$ cat src/hdl/cfg_pkg.sv
package cfg_pkg;

  // Register offsets (byte addresses)
  localparam logic [7:0] OFF_PLL_USB_CFG  = 8'h00;
  localparam logic [7:0] OFF_PIN_OWN_CFG  = 8'h04;
  localparam logic [7:0] OFF_IDENTITY     = 8'h08;
  localparam logic [7:0] OFF_DEBUG_CTRL   = 8'h0c;
  localparam logic [7:0] OFF_RESET_CAUSE  = 8'h10;
  localparam logic [7:0] OFF_STATUS       = 8'h14;

  // Word 2 field positions
  localparam int SYS_OUT_DIV_LSB = 16;
  localparam int USB_BYPASS_BIT  = 15;
  localparam int USB_IN_DIV_LSB  = 8;
  localparam int SYS_MULT_LSB    = 4;
  localparam int SYS_IN_DIV_LSB  = 0;

  // Word 3 field positions
  localparam int VBUS_OWN_BIT    = 31;
  localparam int USB_IDENT_PIN_OWN_BIT   = 30;
  localparam int CAN_SEL_BIT     = 26;
  localparam int ETH_SEL_BIT     = 25;
  localparam int PHY_MODE_BIT    = 24;
  localparam int SHADOW_LSB      = 16;
  localparam int USER_ID_LSB     = 0;

  // Identity word layout
  localparam int REV_LSB         = 28;

  // Debug control bits and reset value
  localparam int JTAG_EN_BIT     = 3;
  localparam int TRACE_EN_BIT    = 2;
  localparam int TDO_USE_BIT     = 0;
  localparam logic [31:0] DEBUG_CTRL_RESET = 32'h0000_0008;
  localparam logic [31:0] DEBUG_CTRL_MASK  = 32'h0000_000d;

  // Reset-cause brown-out flag position
  localparam int BROWNOUT_BIT    = 1;

  // Arbitrary neutral identity values
  localparam logic [3:0]  REVISION_DEFAULT = 4'h1;
  localparam logic [27:0] PART_DEFAULT     = 28'h0000_abc;

  // Regulator start-up hold-off
  localparam int STARTUP_US      = 10;
  localparam int CLK_MHZ         = 20;
  localparam int STARTUP_CYCLES  = STARTUP_US * CLK_MHZ;

  // Hold-off sequencer states
  typedef enum logic [1:0] {
    ST_LOAD  = 2'b00,
    ST_WAIT  = 2'b01,
    ST_RUN   = 2'b11,
    ST_SLEEP = 2'b10
  } seq_state_t;

endpackage : cfg_pkg

$ cat src/hdl/cfg_store_if.sv
`timescale 1ns/1ps
interface cfg_store_if;
  logic        load;
  logic [31:0] word2;
  logic [31:0] word3;
  logic [31:0] shadow2;
  logic [31:0] shadow3;
  modport owner (output load, output word2, output word3, input shadow2, input shadow3);
  modport store (input load, input word2, input word3, output shadow2, output shadow3);
endinterface : cfg_store_if

$ cat src/hdl/dev_cfg_debug.sv
// The address map and the strobed register port were chosen for this implementation.
`timescale 1ns/1ps
// How it works
// RULE_01 - Word2 bits 18:16 select PLL output divider
// RULE_02 - Word2 bit 15 high bypasses USB PLL
// RULE_03 - Word2 bits 10:8 select USB input divider
// RULE_04 - Word2 bits 6:4 select PLL multiplier
// RULE_05 - Word2 bits 2:0 select PLL input divider
// RULE_06 - Word3 bit 31 gives bus-power pin USB
// RULE_07 - Word3 bit 30 gives ident pin USB
// RULE_08 - Word3 bit 26 picks CAN pins, absent reads 1
// RULE_09 - Word3 bit 25 picks Ethernet pins, absent reads 1
// RULE_10 - Word3 bit 24 selects MII or RMII
// RULE_11 - Word3 bits 18:16 pick shadow priority
// RULE_12 - Word3 bits 15:0 hold user identifier
// RULE_13 - Identity word read-only, revision and part
// RULE_14 - Debug bit 3 enables JTAG, resets 1
// RULE_15 - Debug bit 2 enables trace, resets 0
// RULE_16 - Debug bit 0 two-wire TDO use, resets 0
// RULE_17 - Other debug bits read zero, ignore writes
// RULE_18 - Hold execution for start-up after power-down
// RULE_19 - Brown-out makes reset, flagged in bit 1
// RULE_20 - Config words sampled at reset, then held
module dev_cfg_debug
  import cfg_pkg::*;
#(
  parameter logic        HAS_CAN = 1'b1,
  parameter logic        HAS_ETH = 1'b1,
  parameter logic [3:0]  REVISION = REVISION_DEFAULT,
  parameter logic [27:0] PART     = PART_DEFAULT
) (
  // Clock and reset
  input  wire logic        sys_clk,
  input  wire logic        rst,
  // Non-volatile configuration words
  input  wire logic [31:0] nv_word2,
  input  wire logic [31:0] nv_word3,
  // Power events
  input  wire logic        wake_req,
  input  wire logic        sleep_req,
  input  wire logic        supply_low,
  // Register port
  input  wire logic [7:0]  reg_addr,
  input  wire logic [31:0] reg_wdata,
  input  wire logic        reg_wr,
  input  wire logic        reg_rd,
  output logic      [31:0] reg_rdata,
  // Clock system controls
  output logic      [8:0]  sys_out_div,
  output logic             usb_pll_bypass,
  output logic      [3:0]  usb_pll_in_div,
  output logic      [4:0]  sys_pll_mult,
  output logic      [3:0]  sys_pll_in_div,
  // Pin ownership and modes
  output logic             vbus_pin_owner,
  output logic             usb_id_pin_owner,
  output logic             can_pin_alt_sel,
  output logic             eth_pin_alt_sel,
  output logic             phy_if_mode_sel,
  output logic      [2:0]  shadow_set_prio_sel,
  output logic      [15:0] user_ident,
  // Debug port controls
  output logic             jtag_port_en,
  output logic             trace_out_en,
  output logic             two_wire_tdo_use,
  // Execution gating and brown-out
  output logic             cpu_run,
  output logic             brownout_reset
);

  cfg_store_if st ();

  seq_state_t  state;
  seq_state_t  next_state;
  logic [15:0] hold_cnt;
  logic [31:0] debug_port_control;
  logic        brown_flag;
  logic        loaded;

  // Shadow store for the sampled words
  cfg_shadow u_shadow (
    .sys_clk (sys_clk),
    .rst     (rst),
    .st      (st)
  );

  // Words sampled once after reset release
  assign st.load  = (state == ST_LOAD) && !loaded; // RULE_20
  assign st.word2 = nv_word2;
  assign st.word3 = nv_word3;

  wire [31:0] pll_usb_config_word = st.shadow2;

  // Variants without a controller force the select to 1
  wire can_sel = HAS_CAN ? st.shadow3[CAN_SEL_BIT] : 1'b1; // RULE_08
  wire eth_sel = HAS_ETH ? st.shadow3[ETH_SEL_BIT] : 1'b1; // RULE_09
  wire phy_sel = HAS_ETH ? st.shadow3[PHY_MODE_BIT] : 1'b1; // RULE_10
  wire [31:0] pin_owner_config_word = {st.shadow3[31:27], can_sel, eth_sel, phy_sel, st.shadow3[23:0]};

  wire [31:0] silicon_identity = {REVISION, PART}; // RULE_13

  wire [2:0] out_code  = pll_usb_config_word[SYS_OUT_DIV_LSB +: 3];
  wire [2:0] uin_code  = pll_usb_config_word[USB_IN_DIV_LSB +: 3];
  wire [2:0] mul_code  = pll_usb_config_word[SYS_MULT_LSB +: 3];
  wire [2:0] sin_code  = pll_usb_config_word[SYS_IN_DIV_LSB +: 3];

  // Output divider: powers of two, top code 256
  wire [8:0] next_out_div = (out_code == 3'h7) ? 9'h100 : (9'h001 << out_code); // RULE_01

  // Input divider table shared by both PLLs
  function automatic logic [3:0] in_div(input logic [2:0] c);
    case (c)
      3'h6:    in_div = 4'ha;
      3'h7:    in_div = 4'hc;
      default: in_div = {1'b0, c} + 4'h1;
    endcase
  endfunction : in_div

  wire [3:0] next_usb_div = in_div(uin_code); // RULE_03
  wire [3:0] next_sys_div = in_div(sin_code); // RULE_05
  // Multiplier 15..21, top code 24
  wire [4:0] next_mult = (mul_code == 3'h7) ? 5'h18 : (5'h0f + {2'h0, mul_code}); // RULE_04

  // Register decode
  wire sel_pll   = (reg_addr == OFF_PLL_USB_CFG);
  wire sel_pin   = (reg_addr == OFF_PIN_OWN_CFG);
  wire sel_id    = (reg_addr == OFF_IDENTITY);
  wire sel_dbg   = (reg_addr == OFF_DEBUG_CTRL);
  wire sel_cause = (reg_addr == OFF_RESET_CAUSE);
  wire sel_stat  = (reg_addr == OFF_STATUS);

  logic [31:0] next_rdata;
  // Read mux; unmapped addresses read zero
  always_comb begin
    if (sel_pll)        next_rdata = pll_usb_config_word;
    else if (sel_pin)   next_rdata = pin_owner_config_word;
    else if (sel_id)    next_rdata = silicon_identity;
    else if (sel_dbg)   next_rdata = debug_port_control;
    else if (sel_cause) next_rdata = {30'h0, brown_flag, 1'b0};
    else if (sel_stat)  next_rdata = {30'h0, state};
    else                next_rdata = 32'h0;
  end

  // Read data register
  always_ff @(posedge sys_clk) begin
    if (rst)         reg_rdata <= 32'h0;
    else if (reg_rd) reg_rdata <= next_rdata;
    else             reg_rdata <= 32'h0;
  end

  // Debug control; unimplemented bits masked to zero
  always_ff @(posedge sys_clk) begin
    if (rst)                  debug_port_control <= DEBUG_CTRL_RESET; // RULE_14 RULE_15 RULE_16
    else if (reg_wr && sel_dbg) debug_port_control <= reg_wdata & DEBUG_CTRL_MASK; // RULE_17
  end

  // Brown-out flag: set wins over a software clear of bit 1
  wire brown_clr = reg_wr && sel_cause && !reg_wdata[BROWNOUT_BIT];
  always_ff @(posedge sys_clk) begin
    if (rst)             brown_flag <= 1'b0;
    else if (supply_low) brown_flag <= 1'b1; // RULE_19
    else if (brown_clr)  brown_flag <= 1'b0;
  end

  // Hold-off sequencer
  always_comb begin
    next_state = state;
    case (state)
      ST_LOAD:  next_state = ST_WAIT;
      ST_WAIT:  if (hold_cnt == 16'(STARTUP_CYCLES - 1)) next_state = ST_RUN; // RULE_18
      ST_RUN:   if (sleep_req) next_state = ST_SLEEP;
      ST_SLEEP: if (wake_req) next_state = ST_WAIT; // RULE_18
      default:  next_state = ST_LOAD;
    endcase
    if (supply_low) next_state = ST_WAIT;
  end

  // State, counter and load marker
  always_ff @(posedge sys_clk) begin
    if (rst) begin
      state    <= ST_LOAD;
      hold_cnt <= 16'h0;
      loaded   <= 1'b0;
    end else begin
      state    <= next_state;
      hold_cnt <= (next_state == ST_WAIT && state == ST_WAIT) ? hold_cnt + 16'h1 : 16'h0;
      loaded   <= 1'b1;
    end
  end

  // Registered decoded outputs
  always_ff @(posedge sys_clk) begin
    if (rst) begin
      sys_out_div         <= 9'h100;
      usb_pll_bypass      <= 1'b1;
      usb_pll_in_div      <= 4'hc;
      sys_pll_mult        <= 5'h18;
      sys_pll_in_div      <= 4'hc;
      vbus_pin_owner      <= 1'b1;
      usb_id_pin_owner    <= 1'b1;
      can_pin_alt_sel     <= 1'b1;
      eth_pin_alt_sel     <= 1'b1;
      phy_if_mode_sel     <= 1'b1;
      shadow_set_prio_sel <= 3'h7;
      user_ident          <= 16'hffff;
      jtag_port_en        <= 1'b1;
      trace_out_en        <= 1'b0;
      two_wire_tdo_use    <= 1'b0;
      cpu_run             <= 1'b0;
      brownout_reset      <= 1'b0;
    end else begin
      sys_out_div         <= next_out_div; // RULE_01
      usb_pll_bypass      <= pll_usb_config_word[USB_BYPASS_BIT]; // RULE_02
      usb_pll_in_div      <= next_usb_div; // RULE_03
      sys_pll_mult        <= next_mult; // RULE_04
      sys_pll_in_div      <= next_sys_div; // RULE_05
      vbus_pin_owner      <= pin_owner_config_word[VBUS_OWN_BIT]; // RULE_06
      usb_id_pin_owner    <= pin_owner_config_word[USB_IDENT_PIN_OWN_BIT]; // RULE_07
      can_pin_alt_sel     <= can_sel; // RULE_08
      eth_pin_alt_sel     <= eth_sel; // RULE_09
      phy_if_mode_sel     <= phy_sel; // RULE_10
      shadow_set_prio_sel <= pin_owner_config_word[SHADOW_LSB +: 3]; // RULE_11
      user_ident          <= pin_owner_config_word[USER_ID_LSB +: 16]; // RULE_12
      jtag_port_en        <= debug_port_control[JTAG_EN_BIT]; // RULE_14
      trace_out_en        <= debug_port_control[TRACE_EN_BIT]; // RULE_15
      two_wire_tdo_use    <= debug_port_control[TDO_USE_BIT]; // RULE_16
      cpu_run             <= (next_state == ST_RUN); // RULE_18
      brownout_reset      <= supply_low; // RULE_19
    end
  end

endmodule : dev_cfg_debug

$ cat src/hdl/cfg_shadow.sv
`timescale 1ns/1ps
module cfg_shadow (
  // Clock and reset
  input wire logic sys_clk,
  input wire logic rst,
  // Capture port
  cfg_store_if.store st
);

  // Latch both words on load; hold them otherwise
  always_ff @(posedge sys_clk) begin
    if (rst) begin
      st.shadow2 <= 32'hffff_ffff;
      st.shadow3 <= 32'hffff_ffff;
    end else if (st.load) begin
      st.shadow2 <= st.word2;
      st.shadow3 <= st.word3;
    end
  end

endmodule : cfg_shadow

$ cat config.mk
export PLATFORM = sky130hd
export DESIGN_NAME = dev_cfg_debug
export DESIGN_NICKNAME = d
export VERILOG_FILES = /design/src/hdl/cfg_pkg.sv /design/src/hdl/cfg_store_if.sv /design/src/hdl/dev_cfg_debug.sv /design/src/hdl/cfg_shadow.sv
export SDC_FILE = /design/constraint.sdc
export NUM_CORES = 1
export LEC_CHECK = 0
export BUFFER_PORTS_ARGS = -buffer_cell sky130_fd_sc_hd__buf_2
export CORE_ASPECT_RATIO = 1.1
export CORE_MARGIN = 5
export CORE_UTILIZATION = 41
export DETAILED_ROUTE_END_ITERATION = 12
export PLACE_DENSITY = 0.7
export REMOVE_ABC_BUFFERS = 1
export SKIP_LAST_GASP = 1
export SYNTH_ARGS = -nofsm -noshare
export SYNTH_HDL_FRONTEND = slang
export SYNTH_SLANG_ARGS = --single-unit
$ cat constraint.sdc
create_clock -name sys_clk -period 5.2 [get_ports sys_clk]
set_input_delay 0.26 -clock sys_clk [delete_from_list [all_inputs] [get_ports sys_clk]]
set_output_delay 0.26 -clock sys_clk [all_outputs]
set_load 0.05 [all_outputs]
# ---- Word level (Yosys, flattened, before mapping)
# Index checks and enable logic that the tools add are counted.
dict set report word_totals {
  ff_bits 171
  output_inout_bits 84
  inputBits 111
  elab_cells 79
}
dict set report op_classes {
  muxes 16
  n_reduce_logical 14
  eq_ne 17
  n_shift 1
  add_sub_neg 4
  bitwise 2
}
# op count
set op_table {}
lappend op_table {{2-to-1 mux 32 bit} 2}
lappend op_table {{2-to-1 mux 29 bit} 1}
lappend op_table {{equality test 3 bit (second input constant)} 6}
lappend op_table {{adder 16 x 1 -> 16 bit (second input constant)} 1}
lappend op_table {{equality test 16 x 8 -> 1 bit (second input constant)} 1}
lappend op_table {{equality test 8 x 4 -> 1 bit (second input constant)} 2}
lappend op_table {{equality test 8 x 5 -> 1 bit (second input constant)} 2}
lappend op_table {{one-hot mux 4 bit (2 select lines)} 2}
lappend op_table {{2-to-1 mux 2 bit} 6}
lappend op_table {{<< shifter 1 x 3 -> 9 bit (first input constant)} 1}
lappend op_table {{adder 3 x 1 -> 4 bit (second input constant)} 2}
lappend op_table {{equality test 8 x 3 -> 1 bit (second input constant)} 1}
lappend op_table {{logical NOT 8 bit} 1}
lappend op_table {{one-hot mux 2 bit (4 select lines)} 1}
lappend op_table {{OR reduction 2 bit} 4}
lappend op_table {{equality test 2 bit (second input constant)} 3}
lappend op_table {{adder 4 x 3 -> 5 bit (first input constant)} 1}
lappend op_table {{logical AND 1 bit} 5}
lappend op_table {{equality test 2 x 1 -> 1 bit (second input constant)} 2}
lappend op_table {{2-to-1 mux 4 bit} 1}
lappend op_table {{2-to-1 mux 1 bit} 3}
lappend op_table {{logical NOT 1 bit} 2}
lappend op_table {{logical NOT 2 bit} 1}
lappend op_table {{NOT 1 bit} 2}
lappend op_table {{nonzero test 2 bit} 1}

# ---- Logic depth before layout (Yosys ltp)
dict set report depth {
  ltp_word 8
  ltp_mapped 7
  ltp_nobuf 5
}

# ---- Hierarchy
# A second synthesis with hierarchy kept.
dict set report hier_totals {
  cells_unflattened 594
  area_unflattened_um2 6120.9
}
# module area_each_um2 seq_area_each_um2 instances cells_each
set modules_own_cells {}
lappend modules_own_cells {dev_cfg_debug 3732.3 2142.1 1 381}
lappend modules_own_cells {cfg_shadow 2388.5 1281.2 1 213}

# ---- Worst setup path before layout
# OpenSTA, ideal clock, no wires.
dict set report synth_path {
  path_type {input to register}
  start {in reg_addr[7]}
  end {reg debug_port_control[0]}
  n_path_buf 0
  stages 4
  setup_ns 0.121
  arrival_ns 1.597
  t_required_ns 5.079
  path_slack_ns 3.482
  path_cell_list {or4_4 nor3b_2 and4b_1 mux2_2}
}
dict set report synth_via {
  elab_chain_cells 2
}
# item line
set synth_lines {}
lappend synth_lines {{start, declared} dev_cfg_debug.sv:43} ;# input wire logic [7:0] reg_addr,
lappend synth_lines {{equality test 8 x 4 -> 1 bit} dev_cfg_debug.sv:128} ;# wire sel_dbg = (reg_addr == OFF_DEBUG_CTRL);
lappend synth_lines {{logical AND 1 bit} dev_cfg_debug.sv:154} ;# else if (reg_wr && sel_dbg) debug_port_control <= reg_wdata & DEBUG_CTRL_MASK;
lappend synth_lines {{end signal, assigned} dev_cfg_debug.sv:154}
lappend synth_lines {{end, declared} dev_cfg_debug.sv:76} ;# logic [31:0] debug_port_control;
# No other way between the ends.
# A chain may end at the register's enable or synchronous reset.

# ---- Final worst setup path
dict set report layout_path {
  start {reg hold_cnt[5]}
  end {reg hold_cnt[5]}
}
dict set report layout_via {
  elab_chain_cells 8
  elab_cells_between_ends 9
  cone_classes {add/sub (1); eq/ne (2); mux (3); bitwise (1); reduce/logical (2)}
}
# item line
set layout_lines {}
lappend layout_lines {{start, declared} dev_cfg_debug.sv:75} ;# logic [15:0] hold_cnt;
lappend layout_lines {{start signal, assigned} dev_cfg_debug.sv:186} ;# hold_cnt <= (next_state == ST_WAIT && state == ST_WAIT) ? hold_cnt + 16'h1 : 16'h0;
lappend layout_lines {{equality test 16 x 8 -> 1 bit} dev_cfg_debug.sv:170} ;# ST_WAIT: if (hold_cnt == 16'(STARTUP_CYCLES - 1)) next_state = ST_RUN;
lappend layout_lines {{2-to-1 mux 2 bit} dev_cfg_debug.sv:170}
lappend layout_lines {{one-hot mux 2 bit (4 select lines)} dev_cfg_debug.sv:168} ;# case (state)
lappend layout_lines {{2-to-1 mux 2 bit} dev_cfg_debug.sv:175} ;# if (supply_low) next_state = ST_WAIT;
lappend layout_lines {{equality test 2 x 1 -> 1 bit} dev_cfg_debug.sv:186}
lappend layout_lines {{logical AND 1 bit} dev_cfg_debug.sv:186}
lappend layout_lines {{NOT 1 bit (no source line)} -}
lappend layout_lines {{OR reduction 2 bit (no source line)} -}
# Several ways; a longest one is shown, not always the timed one.

==> out/metrics.csv <==
stage;metric;value;unit
outcome;outcome;finished clean;
global_routing;largest net degree at the start of global routing;48;
logic_synthesis;Synth Warn #;0;
detailed_routing;vias;4479;
global_routing;number of global-route vias before repair;4524;
critical_path;worst r2r path cells;4;
sta;Max Freq;507;MHz
clocking;CTS tree;built;
power;maximum vdd ir drop;0.000204;V
sta;Slew Limit Fails;0;
power;total power;2.92;mW
clocking;H-tree depth;4;
power;Leak;3.35;nW
place;Port-buffer cells;166;
min_path;hold path cells;3;
die;I/O Pins;195;
detailed_routing;drt total wl;13.6;mm
die;die area;17200;sq um
die;CORE AREA;14400;sq um
die;Cell Rows;46;
detailed_routing;DRC viols;0;
clocking;clk slew on worst S/H paths;0.07;ns
die;Die Width;125;microns
logic_synthesis;synthesized area;6010;sq um
place;global placement routability congestion;0.871;
clocking;root buf cell;clkbuf_16;
die;die height;137;microns
sta;# setup viols final;0;
critical_path;Setup crit end kind;flip-flop;
sta;Fin Clk Skew;0.00739;ns
sta;Worst Tran Pin Value;0.792;ns
finish;multi-input logic area;2370;sq um
sta;final period utilization;37.9;%
sta;endpoints failing hold;0;
clocking;maximum clock insertion buffer count;2;
run;max-cap violations;0;
global_routing;overall global routing resource usage;16.1;%
place;dpl hpwl;9.58;mm
finish;nets@finish;857;
critical_path;CP Class;reg -> reg;
clocking;setup bufs post-CTS;0;
clocking;CTS buffer count;17;
logic_synthesis;mean area per synthesized cell;10.3;sq um
clocking;clk_lat worst skew;0.42;ns
detailed_routing;initial DRC count;254;
finish;Reg area;3420;sq um
logic_synthesis;post-synthesis sequential area ratio;57.0;%
critical_path;Startpoint Class;flip-flop;
global_routing;initial antenna violation count;0;
global_routing;total global routing overflow;0;
finish;most common library cell in the layout ignoring fill and taps;dfxtp_1;
power;pwr/cell area;385;nW/um^2
logic_synthesis;Cells after Synth;583;
min_path;worst hold path class;in -> reg;
global_routing;global-route wire length before repair;21.9;mm
logic_synthesis;#FFs+latches synth;171;
clocking;Post-CTS Resized;0;
finish;# fillers;1309;
finish;Area Overhead vs Synth;26.1;%
finish;commonest cells after routing, fill and taps aside;dfxtp_1, buf_2, mux2i_1;
detailed_routing;routed wire length per instance;14.4;microns
sta;Sum Neg Setup Slack;0;ns
critical_path;Required @ worst endpoint;5.48;ns
place;dpl cells;913;
detailed_routing;vias per cell;4.74;
critical_path;crit path max fanout;16;
clocking;clk sinks;171;
clocking;Hold-fix buffers, CTS;0;
finish;fraction of layout cells with a size suffix above 1;31.5;%
critical_path;WP data arrival;2.26;ns
finish;post-route insts no fill;945;
critical_path;reg2reg setup slack;3.23;ns
sta;RSZ-0062 raised after global routing;no;
finish;ANT cells;0;
logic_synthesis;Yosys cell types;42;
detailed_routing;router iterations before antenna repair;4;
detailed_routing;Final ANT Viol Nets;0;
die;initial core utilization;41.7;%
sta;fin crit period;1.97;ns
sta;Slew Limit Headroom;47.2;%
[layer usage]
metal / vias to the layer above / track usage (%) / share of wire, %
met5: - / 0 / 0
met4: 0 / 6.27 / 1.9
met3: 22 / 5.54 / 5.8
met2: 115 / 28.0 / 50
met1: 2101 / 18.4 / 42
li1: 2241 / - / -
[Yosys cell counts (all sizes together)]
cell	number	area share, %
mux2i	87	15
nand3b	1	0.13
nor4b	2	0.54
mux2	2	0.37
mux4	1	0.37
clkbuf	19	1.2
nand4	6	0.63
a21oi	9	0.75
a31o	1	0.15
nor3b	1	0.21
conb	1	0.062
nand2b	4	0.42
nand3	6	0.50
ha	6	1.2
nor4	7	0.83
dfxtp	171	57
nand2	82	5.2
nor3	11	0.92
o211ai	5	0.63
inv	13	0.81
xnor2	13	1.9
xor2	1	0.15
o21ai	1	0.083
nor2	73	4.6
a211oi	5	0.79
o31ai	1	0.13
and4b	1	0.17
or2	25	2.6
nor2b	8	0.83
a31oi	1	0.10
or4	5	0.69
buf	14	1.6
[power by group]
| group | switching [mW] | internal, mW | total [mW] |
|---|---|---|---|
| sequential | 0.0245 | 1.35 | 1.38 |
| combinational | 0.141 | 0.0871 | 0.228 |
| clock | 0.499 | 0.812 | 1.31 |
| total | 0.665 | 2.25 | 2.92 |
[registers in the layout, summed over array words and instances, names as in the netlist, 2 cells and up]
register,count
debug_port_control,3
hold_cnt,16
reg_rdata,32
shadow_set_prio_sel,3
state,2
sys_out_div,9
sys_pll_in_div,4
sys_pll_mult,5
u_shadow.st.shadow2,32
u_shadow.st.shadow3,32
usb_pll_in_div,4
user_ident,16
[through the flow]
stage	utilization, %	hold WS [ns]	instance area (sq um)	setup WS [ns]
global route	52.7	0.0409	7580	3.06
floorplan	-	0.332	5840	-2.08
CTS	52.7	0.0305	7580	3.19
global placement	48.3	0.425	6950	3.17
detailed placement	48.3	0.437	6950	3.11
finish	52.7	0.0523	7580	3.23
[cell families (layout without fill, tap and decap cells)]
logic type	after synthesis	in the layout	share of synthesized area, %
and+or+nand+nor	232	232	18.2
DFF	171	171	57.0
muxes	90	90	15.3
buffers and inverters	46	216	3.58
AOI/OAI and AO/OA	23	23	2.62
xor gates and xnor gates	14	14	2.04
adders and majority gates	6	6	1.25
other	1	1	0.0624
[worst max-delay path, stage by stage, from the launching register on]
cell	delay, ns
dfxtp_1	0.36
or4_1	0.56
nor4_2	0.32
or4_1	0.49
nor2_1	0.11
[final cells by class]
type | instances | share of cell area [%]
flip-flops and latches | 171 | 45.2
multi-input cells | 366 | 31.3
repair buffers | 171 | 11.5
clock buffers | 24 | 6.49
well taps | 192 | 3.17
clock inverters | 8 | 1.73
inverters | 13 | 0.644
[final timing paths]
check,start,end
hold reg to reg,u_shadow.st.shadow2[0],sys_pll_in_div[0]
setup reg to reg,hold_cnt[5],hold_cnt[5]
hold / removal,nv_word3[14],u_shadow.st.shadow3[14]
setup / recovery,hold_cnt[5],hold_cnt[5]
Note: power is estimated with default switching activity, not from simulation.
